<file path="config.mk">
export PLATFORM = sky130hd
export DESIGN_NAME = scf_events
export DESIGN_NICKNAME = d
export VERILOG_FILES = /design/src/scf_pkg.sv /design/src/scf_mem.sv /design/src/scf_events.sv
export SDC_FILE = /design/constraint.sdc
export NUM_CORES = 1
export LEC_CHECK = 0
export ABC_AREA = 1
export BUFFER_PORTS_ARGS = -buffer_cell sky130_fd_sc_hd__buf_2
export CAP_MARGIN = 20
export CORE_MARGIN = 3
export CORE_UTILIZATION = 55
export DETAILED_ROUTE_END_ITERATION = 8
export PLACE_DENSITY_LB_ADDON = 0.2
export SYNTH_ARGS = -nofsm -noshare
export SYNTH_HDL_FRONTEND = slang
export SYNTH_SLANG_ARGS = --single-unit
</file>
<file path="constraint.sdc">
create_clock -name pclk -period 5.45 [get_ports pclk]
set_clock_uncertainty 0.1 [all_clocks]
set_input_delay 0.2725 -clock pclk [delete_from_list [all_inputs] [get_ports pclk]]
set_output_delay 0.2725 -clock pclk [all_outputs]
set_load 0.005 [all_outputs]
</file>
<file path="src/scf_pkg.sv">
/*
  constants shared by the serial channel event block and its storage.
  assumes a single pclk domain and an APB3 register port with 32-bit data.
*/
package scf_pkg;

  // storage shape
  localparam int SCF_DEPTH = 8;
  localparam int SCF_AW = 3;
  localparam int SCF_CW = 4;
  localparam int SCF_DW = 9;

  // register indices; byte address is four times the index
  localparam logic [15:0] IDX_AUTOBAUD_STATUS = 16'hF0B8;
  localparam logic [15:0] IDX_FIFO_STATUS = 16'hF0BA;
  localparam logic [15:0] IDX_TX_FIFO_CONTROL = 16'hF0C4;
  localparam logic [15:0] IDX_RX_FIFO_CONTROL = 16'hF0C6;
  localparam logic [15:0] IDX_AUTOBAUD_IRQ_CONTROL = 16'hF15C;
  localparam logic [15:0] IDX_TXBUF_IRQ_CONTROL = 16'hF19C;
  localparam logic [15:0] IDX_AUTOBAUD_CONTROL = 16'hF1B8;
  localparam logic [15:0] IDX_IRDA_PULSE_WIDTH = 16'hFEAA;
  localparam logic [15:0] IDX_TRANSMIT_BUFFER = 16'hFEB0;
  localparam logic [15:0] IDX_RECEIVE_BUFFER = 16'hFEB2;
  localparam logic [15:0] IDX_BAUD_TIMER_RELOAD = 16'hFEB4;
  localparam logic [15:0] IDX_FRACTIONAL_DIVIDER = 16'hFEB6;
  localparam logic [15:0] IDX_TRANSMIT_IRQ_CONTROL = 16'hFF6C;
  localparam logic [15:0] IDX_RECEIVE_IRQ_CONTROL = 16'hFF6E;
  localparam logic [15:0] IDX_ERROR_IRQ_CONTROL = 16'hFF70;
  localparam logic [15:0] IDX_CHANNEL_CONTROL = 16'hFFB0;
  localparam logic [15:0] IDX_EVENT_STATUS = 16'h0100;
  localparam logic [15:0] IDX_EVENT_MASK = 16'h0101;

  // channel_control fields
  localparam int CON_M_LSB = 0;
  localparam int CON_REN = 4;
  localparam int CON_PEN = 5;
  localparam int CON_FEN = 6;
  localparam int CON_OEN = 7;
  localparam int CON_PE = 8;
  localparam int CON_FE = 9;
  localparam int CON_OE = 10;
  localparam int CON_ODD = 12;

  // fifo control and status fields
  localparam int FCON_EN = 0;
  localparam int FCON_FLUSH = 1;
  localparam int FCON_TMEN = 2;
  localparam int FCON_LVL_LSB = 8;
  localparam int FSTAT_RX_LSB = 0;
  localparam int FSTAT_TX_LSB = 8;

  // event status bits
  localparam int EV_RX = 0;
  localparam int EV_ERR = 1;
  localparam int EV_TXB = 2;
  localparam int EV_N = 3;

  // operating modes
  localparam logic [2:0] MODE_SYNC = 3'h0;
  localparam logic [2:0] MODE_7_PARITY = 3'h3;
  localparam logic [2:0] MODE_8_PARITY = 3'h7;

  // reset values
  localparam logic [15:0] CON_RST = 16'h0000;
  localparam logic [15:0] FCON_RST = 16'h0100;
  localparam logic [EV_N-1:0] MASK_RST = 3'h0;

  // request lines stay active this many module clock cycles
  localparam logic [1:0] REQ_CYCLES = 2'h2;

endpackage

</file>
<file path="src/scf_mem.sv">
/*
  small word memory with one write port and a registered read port.
  assumes the caller keeps the read address steady for a cycle before using rdata.
*/
`timescale 1ns/100ps
module scf_mem #(
  parameter int W = 9,
  parameter int D = 8,
  parameter int AW = 3
) (
  // clock and reset
  input wire logic pclk,
  input wire logic presetn,
  // write port
  input wire logic we,
  input wire logic [AW-1:0] waddr,
  input wire logic [W-1:0] wdata,
  // read port
  input wire logic [AW-1:0] raddr,
  output logic [W-1:0] rdata
);

  logic [W-1:0] mem_r [D];

  always_ff @(posedge pclk) begin
    if (we) begin
      mem_r[waddr] <= wdata;
    end
  end

  always_ff @(posedge pclk or negedge presetn) begin
    if (!presetn) begin
      rdata <= '0;
    end else begin
      rdata <= mem_r[raddr];
    end
  end

endmodule

</file>
<file path="src/scf_events.sv">
/*
  serial channel fifo and event request logic with an APB register port.
  assumes the shifter logic on pclk delivers received frames and takes transmit words.
*/
// Design decision made here: the APB register port.
`timescale 1ns/100ps
module scf_events (
  // clock and reset
  input wire logic pclk,
  input wire logic presetn,
  // apb slave
  input wire logic psel,
  input wire logic penable,
  input wire logic pwrite,
  input wire logic [17:0] paddr,
  input wire logic [31:0] pwdata,
  output logic [31:0] prdata,
  output logic pready,
  output logic pslverr,
  // receive shifter side
  input wire logic rx_frame_valid,
  input wire logic [8:0] rx_frame_data,
  input wire logic rx_stop_ok,
  // transmit shifter side
  output logic [8:0] tx_data,
  output logic tx_data_valid,
  input wire logic tx_take,
  // request lines and interrupt
  output logic receive_request_line,
  output logic error_request_line,
  output logic txbuf_request_line,
  output logic irq
);

  localparam int AW = scf_pkg::SCF_AW;
  localparam int CW = scf_pkg::SCF_CW;

  logic [15:0] con_r;
  logic [15:0] rx_fcon_r;
  logic [15:0] tx_fcon_r;
  logic [scf_pkg::EV_N-1:0] ev_status_r;
  logic [scf_pkg::EV_N-1:0] ev_mask_r;
  logic ack_r;
  logic [AW-1:0] rx_wptr_r, rx_rptr_r, tx_wptr_r, tx_rptr_r;
  logic [CW-1:0] rx_cnt_r, tx_cnt_r;
  logic [8:0] rx_head, tx_head;

  // bus decode
  logic [15:0] idx;
  logic acc_done, wr_done, rd_done;
  logic [31:0] rd_word;
  logic rd_err;
  assign idx = paddr[17:2];
  assign acc_done = psel & penable & ack_r;
  assign wr_done = acc_done & pwrite;
  assign rd_done = acc_done & ~pwrite;
  assign pready = ack_r;

  logic wr_con, wr_rxf, wr_txf, wr_tbuf, wr_mask, rd_rbuf, rd_stat;
  assign wr_con = wr_done && idx == scf_pkg::IDX_CHANNEL_CONTROL;
  assign wr_rxf = wr_done && idx == scf_pkg::IDX_RX_FIFO_CONTROL;
  assign wr_txf = wr_done && idx == scf_pkg::IDX_TX_FIFO_CONTROL;
  assign wr_tbuf = wr_done && idx == scf_pkg::IDX_TRANSMIT_BUFFER;
  assign wr_mask = wr_done && idx == scf_pkg::IDX_EVENT_MASK;
  assign rd_rbuf = rd_done && idx == scf_pkg::IDX_RECEIVE_BUFFER;
  assign rd_stat = rd_done && idx == scf_pkg::IDX_EVENT_STATUS;

  // mode and fifo settings
  logic [2:0] mode;
  logic async_mode, rx_fen, rx_tm, tx_fen, tx_tm;
  logic [CW-1:0] rx_lvl, tx_lvl, rx_cap, tx_cap;
  assign mode = con_r[scf_pkg::CON_M_LSB +: 3];
  assign async_mode = mode != scf_pkg::MODE_SYNC;
  assign rx_fen = rx_fcon_r[scf_pkg::FCON_EN];
  assign rx_tm = rx_fcon_r[scf_pkg::FCON_TMEN];
  assign tx_fen = tx_fcon_r[scf_pkg::FCON_EN];
  assign tx_tm = tx_fcon_r[scf_pkg::FCON_TMEN];
  assign rx_lvl = rx_fcon_r[scf_pkg::FCON_LVL_LSB +: CW];
  assign tx_lvl = tx_fcon_r[scf_pkg::FCON_LVL_LSB +: CW];
  assign rx_cap = rx_fen ? CW'(scf_pkg::SCF_DEPTH) : CW'(1);
  assign tx_cap = tx_fen ? CW'(scf_pkg::SCF_DEPTH) : CW'(1);

  // receive fifo events
  logic rx_full, rx_push_new, rx_ovf, rx_pop, rx_empty_rd, rx_flush;
  assign rx_full = rx_cnt_r >= rx_cap;
  assign rx_ovf = rx_frame_valid & rx_full;
  assign rx_push_new = rx_frame_valid & ~rx_full;
  assign rx_pop = rd_rbuf & (rx_cnt_r != '0);
  assign rx_empty_rd = rd_rbuf & (rx_cnt_r == '0);
  assign rx_flush = wr_rxf & pwdata[scf_pkg::FCON_FLUSH];

  // transmit fifo events
  logic tx_full, tx_push_new, tx_ovf, tx_pop, tx_flush, tx_enable_ev;
  assign tx_full = tx_cnt_r >= tx_cap;
  assign tx_ovf = wr_tbuf & tx_full;
  assign tx_push_new = wr_tbuf & ~tx_full;
  assign tx_pop = tx_take & (tx_cnt_r != '0);
  assign tx_flush = wr_txf & pwdata[scf_pkg::FCON_FLUSH];
  assign tx_enable_ev = wr_txf & pwdata[scf_pkg::FCON_TMEN] & pwdata[scf_pkg::FCON_EN]
                      & tx_tm & ~tx_fen;

  // frame checks on received data
  logic par_mode, par_calc, par_got, par_bad, stop_bad;
  assign par_mode = mode == scf_pkg::MODE_7_PARITY || mode == scf_pkg::MODE_8_PARITY;
  assign par_calc = (mode == scf_pkg::MODE_7_PARITY) ? ^rx_frame_data[6:0] : ^rx_frame_data[7:0];
  assign par_got = (mode == scf_pkg::MODE_7_PARITY) ? rx_frame_data[7] : rx_frame_data[8];
  assign par_bad = rx_frame_valid & async_mode & par_mode
                 & ((par_calc ^ con_r[scf_pkg::CON_ODD]) != par_got);
  assign stop_bad = rx_frame_valid & async_mode & ~rx_stop_ok;

  // fill level after this cycle's push
  logic [CW-1:0] rx_cnt_after;
  assign rx_cnt_after = rx_cnt_r + CW'(1);

  // request causes, merged per line
  logic rx_level_ev, rx_tm_rd_ev;
  logic [scf_pkg::EV_N-1:0] trig;
  assign rx_level_ev = rx_push_new & ((rx_fen & ~rx_tm) ? (rx_cnt_after == rx_lvl) : 1'b1);
  assign rx_tm_rd_ev = rx_pop & rx_tm & (rx_cnt_r > CW'(1));
  assign trig[scf_pkg::EV_RX] = rx_level_ev | rx_ovf | rx_tm_rd_ev | stop_bad | par_bad;
  assign trig[scf_pkg::EV_ERR] = rx_ovf | rx_empty_rd | tx_ovf | stop_bad | par_bad;
  assign trig[scf_pkg::EV_TXB] = tx_flush | tx_enable_ev
                               | (tx_pop & ((tx_fen & ~tx_tm) ?
                                 (tx_cnt_r - CW'(1) == tx_lvl) : 1'b1));

  // two-cycle request stretchers
  logic [scf_pkg::EV_N-1:0] req;
  genvar g;
  for (g = 0; g < scf_pkg::EV_N; g++) begin : g_req
    logic [1:0] cnt_r;
    always_ff @(posedge pclk or negedge presetn) begin
      if (!presetn) begin
        cnt_r <= 2'h0;
      end else if (trig[g]) begin
        cnt_r <= scf_pkg::REQ_CYCLES;
      end else if (cnt_r != 2'h0) begin
        cnt_r <= cnt_r - 2'h1;
      end
    end
    assign req[g] = cnt_r != 2'h0;
  end
  assign receive_request_line = req[scf_pkg::EV_RX];
  assign error_request_line = req[scf_pkg::EV_ERR];
  assign txbuf_request_line = req[scf_pkg::EV_TXB];

  // channel control with sticky fault flags
  always_ff @(posedge pclk or negedge presetn) begin
    if (!presetn) begin
      con_r <= scf_pkg::CON_RST;
    end else begin
      con_r <= wr_con ? pwdata[15:0] : con_r;
      if ((stop_bad & con_r[scf_pkg::CON_FEN]) | (wr_con & pwdata[scf_pkg::CON_FE])) begin
        con_r[scf_pkg::CON_FE] <= 1'b1;
      end
      if ((par_bad & con_r[scf_pkg::CON_PEN]) | (wr_con & pwdata[scf_pkg::CON_PE])) begin
        con_r[scf_pkg::CON_PE] <= 1'b1;
      end
      if (((rx_ovf | rx_empty_rd | tx_ovf) & con_r[scf_pkg::CON_OEN])
          | (wr_con & pwdata[scf_pkg::CON_OE])) begin
        con_r[scf_pkg::CON_OE] <= 1'b1;
      end
    end
  end

  // fifo control registers; flush bit is not stored
  always_ff @(posedge pclk or negedge presetn) begin
    if (!presetn) begin
      rx_fcon_r <= scf_pkg::FCON_RST;
      tx_fcon_r <= scf_pkg::FCON_RST;
    end else begin
      rx_fcon_r <= wr_rxf ? pwdata[15:0] & ~(16'h0001 << scf_pkg::FCON_FLUSH) : rx_fcon_r;
      tx_fcon_r <= wr_txf ? pwdata[15:0] & ~(16'h0001 << scf_pkg::FCON_FLUSH) : tx_fcon_r;
    end
  end

  // receive fifo pointers
  always_ff @(posedge pclk or negedge presetn) begin
    if (!presetn) begin
      rx_wptr_r <= '0;
      rx_rptr_r <= '0;
      rx_cnt_r <= '0;
    end else if (rx_flush) begin
      rx_wptr_r <= '0;
      rx_rptr_r <= '0;
      rx_cnt_r <= '0;
    end else begin
      rx_wptr_r <= rx_wptr_r + AW'(rx_push_new);
      rx_rptr_r <= rx_rptr_r + AW'(rx_pop);
      rx_cnt_r <= rx_cnt_r + CW'(rx_push_new) - CW'(rx_pop);
    end
  end

  // transmit fifo pointers
  always_ff @(posedge pclk or negedge presetn) begin
    if (!presetn) begin
      tx_wptr_r <= '0;
      tx_rptr_r <= '0;
      tx_cnt_r <= '0;
    end else if (tx_flush) begin
      tx_wptr_r <= '0;
      tx_rptr_r <= '0;
      tx_cnt_r <= '0;
    end else begin
      tx_wptr_r <= tx_wptr_r + AW'(tx_push_new);
      tx_rptr_r <= tx_rptr_r + AW'(tx_pop);
      tx_cnt_r <= tx_cnt_r + CW'(tx_push_new) - CW'(tx_pop);
    end
  end

  // storage; a frame on a full fifo lands on the newest entry
  scf_mem #(.W(scf_pkg::SCF_DW), .D(scf_pkg::SCF_DEPTH), .AW(AW)) u_rx_mem (
    .pclk(pclk),
    .presetn(presetn),
    .we(rx_frame_valid & ~rx_flush),
    .waddr(rx_full ? rx_wptr_r - AW'(1) : rx_wptr_r),
    .wdata(rx_frame_data),
    .raddr(rx_rptr_r),
    .rdata(rx_head)
  );

  scf_mem #(.W(scf_pkg::SCF_DW), .D(scf_pkg::SCF_DEPTH), .AW(AW)) u_tx_mem (
    .pclk(pclk),
    .presetn(presetn),
    .we(wr_tbuf & ~tx_flush),
    .waddr(tx_full ? tx_wptr_r - AW'(1) : tx_wptr_r),
    .wdata(pwdata[8:0]),
    .raddr(tx_rptr_r),
    .rdata(tx_head)
  );

  assign tx_data = tx_head;
  assign tx_data_valid = tx_cnt_r != '0;

  // event status, cleared by reading it; a new event wins
  always_ff @(posedge pclk or negedge presetn) begin
    if (!presetn) begin
      ev_status_r <= '0;
      ev_mask_r <= scf_pkg::MASK_RST;
    end else begin
      ev_status_r <= (rd_stat ? '0 : ev_status_r) | trig;
      ev_mask_r <= wr_mask ? pwdata[scf_pkg::EV_N-1:0] : ev_mask_r;
    end
  end
  assign irq = |(ev_status_r & ev_mask_r);

  // read mux
  always_comb begin
    rd_word = 32'h0000_0000;
    rd_err = 1'b0;
    unique case (idx)
      scf_pkg::IDX_CHANNEL_CONTROL: rd_word[15:0] = con_r;
      scf_pkg::IDX_RX_FIFO_CONTROL: rd_word[15:0] = rx_fcon_r;
      scf_pkg::IDX_TX_FIFO_CONTROL: rd_word[15:0] = tx_fcon_r;
      scf_pkg::IDX_RECEIVE_BUFFER: rd_word[8:0] = rx_head;
      scf_pkg::IDX_FIFO_STATUS: begin
        rd_word[scf_pkg::FSTAT_RX_LSB +: CW] = rx_cnt_r;
        rd_word[scf_pkg::FSTAT_TX_LSB +: CW] = tx_cnt_r;
      end
      scf_pkg::IDX_EVENT_STATUS: rd_word[scf_pkg::EV_N-1:0] = ev_status_r;
      scf_pkg::IDX_EVENT_MASK: rd_word[scf_pkg::EV_N-1:0] = ev_mask_r;
      scf_pkg::IDX_TRANSMIT_BUFFER, scf_pkg::IDX_AUTOBAUD_STATUS,
      scf_pkg::IDX_AUTOBAUD_IRQ_CONTROL, scf_pkg::IDX_TXBUF_IRQ_CONTROL,
      scf_pkg::IDX_AUTOBAUD_CONTROL, scf_pkg::IDX_IRDA_PULSE_WIDTH,
      scf_pkg::IDX_BAUD_TIMER_RELOAD, scf_pkg::IDX_FRACTIONAL_DIVIDER,
      scf_pkg::IDX_TRANSMIT_IRQ_CONTROL, scf_pkg::IDX_RECEIVE_IRQ_CONTROL,
      scf_pkg::IDX_ERROR_IRQ_CONTROL: rd_word = 32'h0000_0000;
      default: rd_err = 1'b1;
    endcase
    if (paddr[1:0] != 2'h0) begin
      rd_err = 1'b1;
    end
  end

  // one wait state: data captured in the first access cycle
  always_ff @(posedge pclk or negedge presetn) begin
    if (!presetn) begin
      ack_r <= 1'b0;
      prdata <= 32'h0000_0000;
      pslverr <= 1'b0;
    end else begin
      ack_r <= psel & penable & ~ack_r;
      if (psel & penable & ~ack_r) begin
        prdata <= pwrite ? 32'h0000_0000 : rd_word;
        pslverr <= rd_err;
      end
    end
  end
endmodule

</file>
==> results of run 1 <==
-- layout make-up --
type | count | area [sq um]
clock inverters | 12 | 116
flip-flops and latches | 258 | 7180
inverters | 107 | 402
repair buffers | 115 | 733
well taps | 275 | 344
fillers | 1721 | 7500
clock buffers | 40 | 787
multi-input cells | 844 | 4230
-- critical path: cells and delay by family, from the launching register on --
kind / cells / cell delay [ns]
compound gates: 1 / 0.34
xor+xnor: 1 / 0.30
fa+ha+maj: 1 / 0.32
simple gates: 5 / 1.10
buf+inv: 2 / 0.29
flops: 1 / 0.49
-- layer usage --
layer	routed length [microns]	GRT usage, %
met1	11900	31.3
met2	12900	37.8
met3	1460	3.22
met5	17	0
met4	727	6.22
-- layout by cell type, fill, tap and decap left out, types with 29 or more instances in the layout --
master,netlist,routed
sky130_fd_sc_hd__nand3_1,60,60
sky130_fd_sc_hd__buf_2,16,81
sky130_fd_sc_hd__nand2_1,250,250
sky130_fd_sc_hd__clkbuf_16,0,29
sky130_fd_sc_hd__o21ai_1,39,39
sky130_fd_sc_hd__ha_1,32,32
sky130_fd_sc_hd__dfrtp_1,112,112
sky130_fd_sc_hd__inv_1,97,97
sky130_fd_sc_hd__nor2_1,218,218
sky130_fd_sc_hd__edfxtp_1,144,144
sky130_fd_sc_hd__dlygate4sd3_1,0,29
sky130_fd_sc_hd__o21ai_0,90,90
-- through the flow --
stage | utilization, % | std cells | total power (W)
global placement | 59.2 | 1570 | 0.00384
global route | 64.8 | 1651 | 0.00607
floorplan | - | 1264 | 0.00349
detailed placement | 59.2 | 1570 | 0.00390
finish | 64.8 | 1651 | 0.00573
CTS | 64.8 | 1651 | 0.00577
-- power by group through the flow --
stage          Sequential, W  Combinational (W)  Clock (W)
4_1_cts              0.00249            0.00141    0.00188
2_1_floorplan        0.00250           0.000990          0
3_5_place_dp         0.00252            0.00138          0
5_1_grt              0.00251            0.00160    0.00196
3_3_place_gp         0.00252            0.00132          0
6_report             0.00249            0.00140    0.00185
-- kinds of logic after synthesis --
group | Yosys count
and+or+nand+nor | 586
DFF | 258
AOI/OAI and AO/OA | 180
buffers and inverters | 162
adders and majority gates | 34
xor gates and xnor gates | 27
other | 1
muxes | 1
-- registers in the layout, indices dropped and copies added (netlist names) --
| register | flops |
|---|---|
| con_r | 16 |
| u_rx_mem.rdata | 9 |
| rx_rptr_r | 3 |
| ev_mask_r | 3 |
| rx_wptr_r | 3 |
| u_tx_mem.rdata | 9 |
| rx_fcon_r | 15 |
| tx_fcon_r | 15 |
| pslverr | 1 |
| ev_status_r | 3 |
| rx_cnt_r | 4 |
| pready | 1 |
| tx_rptr_r | 3 |
| prdata | 16 |
| tx_cnt_r | 4 |
| u_rx_mem.mem_r | 72 |
| g_req.cnt_r | 6 |
| u_tx_mem.mem_r | 72 |
| tx_wptr_r | 3 |
-- worst paths after layout --
path                              from              endpoint  slack (ns)  depth (start not counted)
min                         rx_stop_ok              con_r[9]        0.02                          4
max in group asynchronous      presetn     g_req[0].cnt_r[0]        3.77                          3
min in group asynchronous      presetn     u_tx_mem.rdata[3]        0.26                          2
max                        rx_cnt_r[0]  u_rx_mem.mem_r[1][1]        2.12                         10
max reg2reg                rx_cnt_r[0]  u_rx_mem.mem_r[1][1]        2.12                         10
min reg2reg                 prdata[12]            prdata[12]        0.37                          2
==> results.toml, run 1 <==
[floorplan]
dieHeight_microns = 154
initial_utilization_pct = 56.8
top_level_ports = 115
die_x_microns = 154
std_cell_rows = 53
die_area_sq_um = 23800
core-area_sq_um = 21300

[route]
avgViaCountPerCell = 5.38
routed_length_per_placed_instance_microns = 16.4
totalWireLength_microns = 27100
drc_errors = 0
drt_first_iter_violations = 725
vias = 8883
route.antenna.remaining_nets = 0
detail_route.first_pass.iterations = 7

[synthesis]
synthAdderAreaFrac_pct = 3.65
synthTopCellsByArea = "sky130_fd_sc_hd__edfxtp_1 36%, sky130_fd_sc_hd__dfrtp_1 23%, sky130_fd_sc_hd__nand2_1 7.8%"
top_cell_type_s_share_of_synthesized_area_pct = 35.8
synthesis.instances = 1249
main_combinational_cell_family_by_area_after_synthesis = "simple AND/OR/NAND/NOR gates"
ys_seq_area_share_pct = 59.4
synth_mux_area_share_pct = 0.0829
synth_most_common_cell = "sky130_fd_sc_hd__nand2_1"
synth_edf_count = 144
asyncSetResetFlopFracSynth_pct = 44.2
synth_top_area_cell = "sky130_fd_sc_hd__edfxtp_1"
netlist-cell-type-count = 45
xor_xnor_fraction_of_synth_area_pct = 1.96
postSynthAreaPerCell_sq_um = 9.67
synth_warnings = 0
ys_seq_elements = 258
synth.cell_area_sq_um = 12100
synth-compound-area-share_pct = 8.11
synth_top_flop_cell = "sky130_fd_sc_hd__edfxtp_1"
synth.top_cells.by_count = "250 x sky130_fd_sc_hd__nand2_1, 218 x sky130_fd_sc_hd__nor2_1, 144 x sky130_fd_sc_hd__edfxtp_1"
yosys.area_share.simple_pct = 20.7

[critical_path]
critical_path.endpoint_type = "flop"
worstSetupPathType = "reg2reg"
worst-path-max-fanout = 9
worstPathRequired_ns = 5.50
cp_cell_sequence = "inv_1 -> ha_1 -> nor2_1 -> nand3_1 -> a21oi_1 -> inv_1 -> nand2_1 -> xor2_1 -> nand2_1 -> nor2_1"
critical-path-slowest-cell = "sky130_fd_sc_hd__nor2_1"
worstPathArrival_ns = 3.38
cp_slowest_stage_delay_ns = 0.72
timing.critical_path.from_type = "flop"

[clock_tree]
cts_made_buffers = 28
postCtsSetupBuffers = 0
path_clk_slew_ns = 0.06
clock_tree_from_tritoncts = "yes"
cts-hold-fix-buffers = 29
cts_max_path_buffers = 3
cts_max_level = 1
cts.repair.resized = 0
clkSinkCount = 258
clkLatencyLatePin_ns = 0.54
root_buffer = "sky130_fd_sc_hd__clkbuf_16"

[pwr]
power_frac_comb_pct = 24.3
power.density_nw_per_um2 = 416
power_switching_w = 0.00177
power.internal_w = 0.00396
maximum_resistive_drop_on_vdd_v = 0.000314
power_frac_seq_pct = 43.4
p_leak_nw = 5.98
clock_power_share_pct = 32.3
power.share.switching_pct = 30.9

[sta]
slew-limit-headroom_pct = 28.9
hold_viol_final = 0
tightest_slew_ns = 1.06
rsz0062_at_grt = "no"
final.setup.worst_slack_ns = 2.12
finalSetupViolations = 0
final_min_period_over_clock_period_pct = 61.1
fmax_mhz = 300
finalHoldWorstSlack_ns = 0.0213
shortest_clock_period_the_worst_path_allows_after_layout_ns = 3.33
finalSetupTns_ns = 0
report.final.slew_viol_count = 0

[global_route]
globalRouteTotalUtil_pct = 22.6
antenna_found_initial = 1
wire_length_of_the_first_global_routing_pass_microns = 43300
pin_count_of_the_biggest_net_entering_global_routing = 62
first_global_vias = 8426
total_grt_overflow = 0

[status]
outcome = "finished, final reports clean"

[final_layout]
antenna-diode-count = 0
final_cell_area_sq_um = 13800
fin_nets = 1455
drive_gt1_share_pct = 12.3
area_delta_synth_final_pct = 14.1

[placement]
dp_slack_ns = 2.15
port_buffers = 82
globalplace.congestion = 0.889
hpwl_microns = 17800
post_dp_cell_area_sq_um = 12600

[min_path]
hold_path_class = "in2reg"

[flow_run]
cap_violations = 0
No activity file was read; power rests on OpenSTA's default activity.
==> run 2, diff against run 1 <==
- CORE_UTILIZATION: 55 -> 54
- clock period: 5.45 -> 2.9 ns (I/O delays scaled with it)
==> results.toml, run 2 (synthesis results as in run 1) <==
[clock_tree]
clkSinkCount = 258
clkLatencyLatePin_ns = 0.53
clock_tree_from_tritoncts = "yes"
cts_max_path_buffers = 3
path_clk_slew_ns = 0.06
cts_made_buffers = 27
root_buffer = "sky130_fd_sc_hd__clkbuf_16"
cts_max_level = 1

[route]
top_layer_used = "met4"
m1WireLength_microns = 12500
drt_first_iter_violations = 649
route.met2.wl_microns = 13300
route.antenna.remaining_nets = 0
avgViaCountPerCell = 5.29
routed_length_per_placed_instance_microns = 16.4
vias = 8937
detail_route.first_pass.iterations = 5
totalWireLength_microns = 27700
drc_errors = 0
met3_wirelength_microns = 1620

[final_layout]
fin_nets = 1491
finish.cell_count_without_fillers = 1690
antenna-diode-count = 0
fill_cell_instance_count_of_the_final_layout = 1768
biggestRegsByFlops = "u_rx_mem.mem_r (72), u_tx_mem.mem_r (72)"
mostFrequentLayoutCell = "sky130_fd_sc_hd__nand2_1"
area_delta_synth_final_pct = 16.5
final_cell_mix = "249 x sky130_fd_sc_hd__nand2_1, 214 x sky130_fd_sc_hd__nor2_1, 144 x sky130_fd_sc_hd__edfxtp_1"
drive_gt1_share_pct = 14.8

[critical_path]
critical-path-slowest-cell = "sky130_fd_sc_hd__nor2_1"
worst-path-max-fanout = 9
cp_cell_sequence = "inv_1 -> ha_1 -> nor2_1 -> nand3_1 -> a21oi_2 -> buf_4 -> xor2_1 -> nand2_2 -> nor2_1"
path_common_cell = "sky130_fd_sc_hd__nor2_1"
timing.critical_path.from_type = "flop"
worstPathArrival_ns = 2.83
cp_slowest_stage_delay_ns = 0.69
worstPathRequired_ns = 2.95
critPathBufInv = 2
cp_top_family = "simple AND/OR/NAND/NOR gates"
worstSetupPathType = "reg2reg"
critical_path.endpoint_type = "flop"

[global_route]
globalRouteTotalUtil_pct = 22.8
wire_length_of_the_first_global_routing_pass_microns = 44000
first_global_vias = 8539
antenna_found_initial = 0
total_grt_overflow = 0
pin_count_of_the_biggest_net_entering_global_routing = 40

[placement]
dp.cells = 1605
dp_slack_ns = 0.0447
hpwl_microns = 18800
globalplace.congestion = 0.866
port_buffers = 82

[pwr]
power_frac_comb_pct = 25.8
clock_power_share_pct = 30.9
power.share.switching_pct = 30.8
maximum_resistive_drop_on_vdd_v = 0.000593
p_leak_nw = 6.15
power_frac_seq_pct = 43.3
power.internal_w = 0.00746
power_switching_w = 0.00332
power.density_nw_per_um2 = 765

[floorplan]
std_cell_rows = 54
top_level_ports = 115
die_x_microns = 156
initial_utilization_pct = 55.2
die_area_sq_um = 24200
core-area_sq_um = 21900
dieHeight_microns = 156

[sta]
slew-limit-headroom_pct = 41.0
final_min_period_over_clock_period_pct = 95.8
rsz0062_at_grt = "yes"
finalHoldWorstSlack_ns = 0.0446
finalSetupViolations = 0
tightest_slew_ns = 0.882
hold_viol_final = 0
final.setup.worst_slack_ns = 0.122
fmax_mhz = 360
shortest_clock_period_the_worst_path_allows_after_layout_ns = 2.78
report.final.slew_viol_count = 0

[min_path]
hold_path_class = "in2async"

[status]
outcome = "finished, final reports clean"

[flow_run]
cap_violations = 0
-- run 2: per-stage QoR --
step | setup TNS [ns] | power [W] | area (sq um) | util [%]
6_report | 0 | 0.0108 | 14100 | 64.3
5_1_grt | -2.73 | 0.0114 | 14100 | 64.3
4_1_cts | 0 | 0.0108 | 14000 | 64.2
3_5_place_dp | 0 | 0.00742 | 12800 | 58.7
3_3_place_gp | 0 | 0.00732 | 12800 | 58.7
2_1_floorplan | 0 | 0.00655 | 12100 | -
-- run 2: routing by layer --
layer  GRT usage, %  vias to the layer above
li1               -                     4406
met1           32.2                     4258
met2           37.8                      243
met3           3.69                       30
met4           4.71                        0
met5              0                        -
-- run 2: worst register-to-register path: stages (launching register included) --
cell and delay [ns]:
sky130_fd_sc_hd__dfrtp_1 0.41, sky130_fd_sc_hd__inv_1 0.12, sky130_fd_sc_hd__ha_1 0.24, sky130_fd_sc_hd__nor2_1 0.10
sky130_fd_sc_hd__nand3_1 0.08, sky130_fd_sc_hd__a21oi_2 0.19, sky130_fd_sc_hd__buf_4 0.15, sky130_fd_sc_hd__xor2_1 0.21
sky130_fd_sc_hd__nand2_2 0.11, sky130_fd_sc_hd__nor2_1 0.69
-- run 2: layout make-up --
cell class | instances | area, sq um | share of cell area [%]
flip-flops and latches | 258 | 7180 | 51.0
multi-input cells | 844 | 4250 | 30.2
repair buffers | 152 | 1040 | 7.38
clock buffers | 34 | 732 | 5.20
inverters | 107 | 402 | 2.85
well taps | 280 | 350 | 2.49
clock inverters | 15 | 121 | 0.862
-- run 2: final timing paths --
path,endpoint,slack [ns],from,depth (start not counted)
max,u_rx_mem.mem_r[7][8],0.12,rx_fcon_r[0],9
min,u_tx_mem.rdata[0],0.04,presetn,2
max reg2reg,u_rx_mem.mem_r[7][8],0.12,rx_fcon_r[0],9
min reg2reg,prdata[13],0.37,prdata[13],2
max in group asynchronous,prdata[14],1.95,presetn,3
min in group pclk,ev_mask_r[2],0.11,paddr[11],4
-- run 2: power by group through the flow --
| stage | clock (W) | sequential [W] | combinational (W) |
|---|---|---|---|
| 2_1_floorplan | 0 | 0.00469 | 0.00186 |
| 3_3_place_gp | 0 | 0.00471 | 0.00260 |
| 3_5_place_dp | 0 | 0.00473 | 0.00270 |
| 4_1_cts | 0.00338 | 0.00466 | 0.00274 |
| 5_1_grt | 0.00353 | 0.00471 | 0.00317 |
| 6_report | 0.00333 | 0.00467 | 0.00278 |
-- run 2: what timing repair did --
item	CTS	global route
gates resized for setup	0	9
endpoints found under the setup margin	0	51
buffers inserted	0	1
hold buffers	35	0
hold endpoints to repair	279	0
==> run 3, diff against run 2 <==
==> constraint.sdc (replaced) <==
create_clock -name pclk -period 2.9 [get_ports pclk]
set_clock_uncertainty 0.1 [all_clocks]
set_input_delay 0.29 -clock pclk [delete_from_list [all_inputs] [get_ports pclk]]
set_output_delay 0.29 -clock pclk [all_outputs]
set_load 0.005 [all_outputs]
==> results.toml, run 3 (synthesis results as in run 1) <==
[status]
outcome = "finished, final reports clean"

[critical_path]
critical_path.endpoint_type = "flop"
timing.critical_path.from_type = "flop"
worstPathArrival_ns = 2.95
worstSetupPathType = "reg2reg"
cp_slowest_stage_delay_ns = 0.40
worstPathRequired_ns = 3.21
cp_cell_sequence = "inv_1 -> ha_1 -> nor2_1 -> nand3_1 -> a21o_1 -> nor2_2 -> inv_1 -> ha_1 -> inv_1 -> ha_1 -> fa_1 -> xor2_1 -> nor2_1"
worst-path-max-fanout = 4
critical-path-slowest-cell = "sky130_fd_sc_hd__dfrtp_1"

[pwr]
power_switching_w = 0.00336
power_frac_seq_pct = 41.9
power_frac_comb_pct = 24.9
clock_power_share_pct = 33.2
p_leak_nw = 6.12
maximum_resistive_drop_on_vdd_v = 0.000551
power.share.switching_pct = 30.2
total_power_w = 0.0111
power.density_nw_per_um2 = 792
power.internal_w = 0.00777

[sta]
slew-limit-headroom_pct = 45.4
hold_viol_final = 0
final.setup.worst_slack_ns = 0.260
final_min_period_over_clock_period_pct = 91.0
fmax_mhz = 379
finalSetupViolations = 0
tightest_slew_ns = 0.814
finalSetupTns_ns = 0
report.final.slew_viol_count = 0
rsz0062_at_grt = "no"
shortest_clock_period_the_worst_path_allows_after_layout_ns = 2.64

[final_layout]
drive_gt1_share_pct = 15.5
sequential_cell_area_sq_um = 7180
biggestRegsByFlops = "u_rx_mem.mem_r (72), u_tx_mem.mem_r (72)"
fill_cell_instance_count_of_the_final_layout = 1789
mostFrequentLayoutCell = "sky130_fd_sc_hd__nand2_1"
multi_input_comb_area_sq_um = 4260
antenna-diode-count = 0
final_cell_mix = "249 x sky130_fd_sc_hd__nand2_1, 210 x sky130_fd_sc_hd__nor2_1, 144 x sky130_fd_sc_hd__edfxtp_1"
fin_nets = 1477
area_delta_synth_final_pct = 16.3

[global_route]
wire_length_of_the_first_global_routing_pass_microns = 43900
first_global_vias = 8557
antenna_found_initial = 0
total_grt_overflow = 0
globalRouteTotalUtil_pct = 22.6
pin_count_of_the_biggest_net_entering_global_routing = 55

[route]
avgViaCountPerCell = 5.34
route.antenna.remaining_nets = 0
totalWireLength_microns = 27300
drc_errors = 0
detail_route.first_pass.iterations = 5
vias = 8954
routed_length_per_placed_instance_microns = 16.3
drt_first_iter_violations = 677

[clock_tree]
clock_tree_from_tritoncts = "yes"
clkLatencyLatePin_ns = 0.53
root_buffer = "sky130_fd_sc_hd__clkbuf_16"
cts_made_buffers = 26
path_clk_slew_ns = 0.06
cts_max_path_buffers = 3
cts_max_level = 1
clkSinkCount = 258

[placement]
globalplace.congestion = 0.889
hpwl_microns = 18900
dp_slack_ns = 0.0359
port_buffers = 82

[min_path]
hold_path_class = "in2reg"

[floorplan]
die_x_microns = 156
core-area_sq_um = 21900
die_area_sq_um = 24200
initial_utilization_pct = 55.2
dieHeight_microns = 156
top_level_ports = 115
std_cell_rows = 54

[flow_run]
cap_violations = 0
==> run 3: cell types whose count changed in the layout (fill, tap and decap cells not counted), moves of 4 or more <==
cell,delta
sky130_fd_sc_hd__bufinv_16,+4
sky130_fd_sc_hd__clkinv_2,-4
sky130_fd_sc_hd__dlygate4sd3_1,-14
sky130_fd_sc_hd__nor2_1,-4
sky130_fd_sc_hd__clkinv_1,-5
==> run 3: routing by layer <==
| metal | up-vias | part of all wire [%] | global-route usage (%) |
|---|---|---|---|
| li1 | 4381 | - | - |
| met5 | - | 0 | 0 |
| met4 | 0 | 2.8 | 6.04 |
| met3 | 60 | 6.2 | 3.36 |
| met1 | 4235 | 44 | 32.0 |
| met2 | 278 | 47 | 37.0 |
==> run 3: final timing paths <==
kind | start | endpoint | slack (ns) | cells after the start
hold reg to reg | prdata[2] | prdata[2] | 0.38 | 2
min in group asynchronous | presetn | u_tx_mem.rdata[4] | 0.12 | 2
hold / removal | pwdata[4] | u_tx_mem.mem_r[3][4] | 0.03 | 1
max in group asynchronous | presetn | u_rx_mem.rdata[3] | 1.76 | 3
setup reg to reg | tx_cnt_r[0] | tx_cnt_r[2] | 0.26 | 13
setup / recovery | tx_cnt_r[0] | tx_cnt_r[2] | 0.26 | 13
==> run 3: repair_timing <==
action                                  CTS  global route
endpoints found under the hold margin   165             0
hold buffers                             21             0
endpoints found under the setup margin    0            60
gates resized for setup                   0            13
buffers inserted                          0             2
==> run 3: cell type report <==
| class | instances | share of cell area [%] |
|---|---|---|
| clock inverter | 15 | 1.67 |
| inverter | 107 | 2.86 |
| multi-input combinational | 844 | 30.3 |
| tap | 280 | 2.49 |
| sequential | 258 | 51.1 |
| clock buffer | 33 | 5.11 |
| timing repair buffer | 139 | 6.45 |
==> run 3: per-stage QoR <==
stage	util [%]	cell area, sq um	cells	hold slack, ns
5_1_grt	64.2	14100	1676	0.0204
3_5_place_dp	58.7	12800	1605	0.127
6_report	64.2	14100	1676	0.0287
4_1_cts	64.0	14000	1674	0.0177
2_1_floorplan	-	12100	1264	-0.106
3_3_place_gp	58.7	12800	1605	0.127
==> run 3: worst max-delay path: cells and delay by family, from the launching register on <==
family          cells  cell delay [ns]
buf+inv             3             0.20
flops               1             0.40
compound gates      1             0.20
fa+ha+maj           4             1.08
xor+xnor            1             0.16
simple gates        4             0.38
==> run 3: power groups by stage <==
| stage | Clock [W] | Combinational [W] | Sequential, W |
|---|---|---|---|
| 6_report | 0.00370 | 0.00277 | 0.00466 |
| 3_3_place_gp | 0 | 0.00259 | 0.00473 |
| 4_1_cts | 0.00375 | 0.00273 | 0.00467 |
| 2_1_floorplan | 0 | 0.00186 | 0.00469 |
| 3_5_place_dp | 0 | 0.00269 | 0.00474 |
| 5_1_grt | 0.00389 | 0.00317 | 0.00471 |
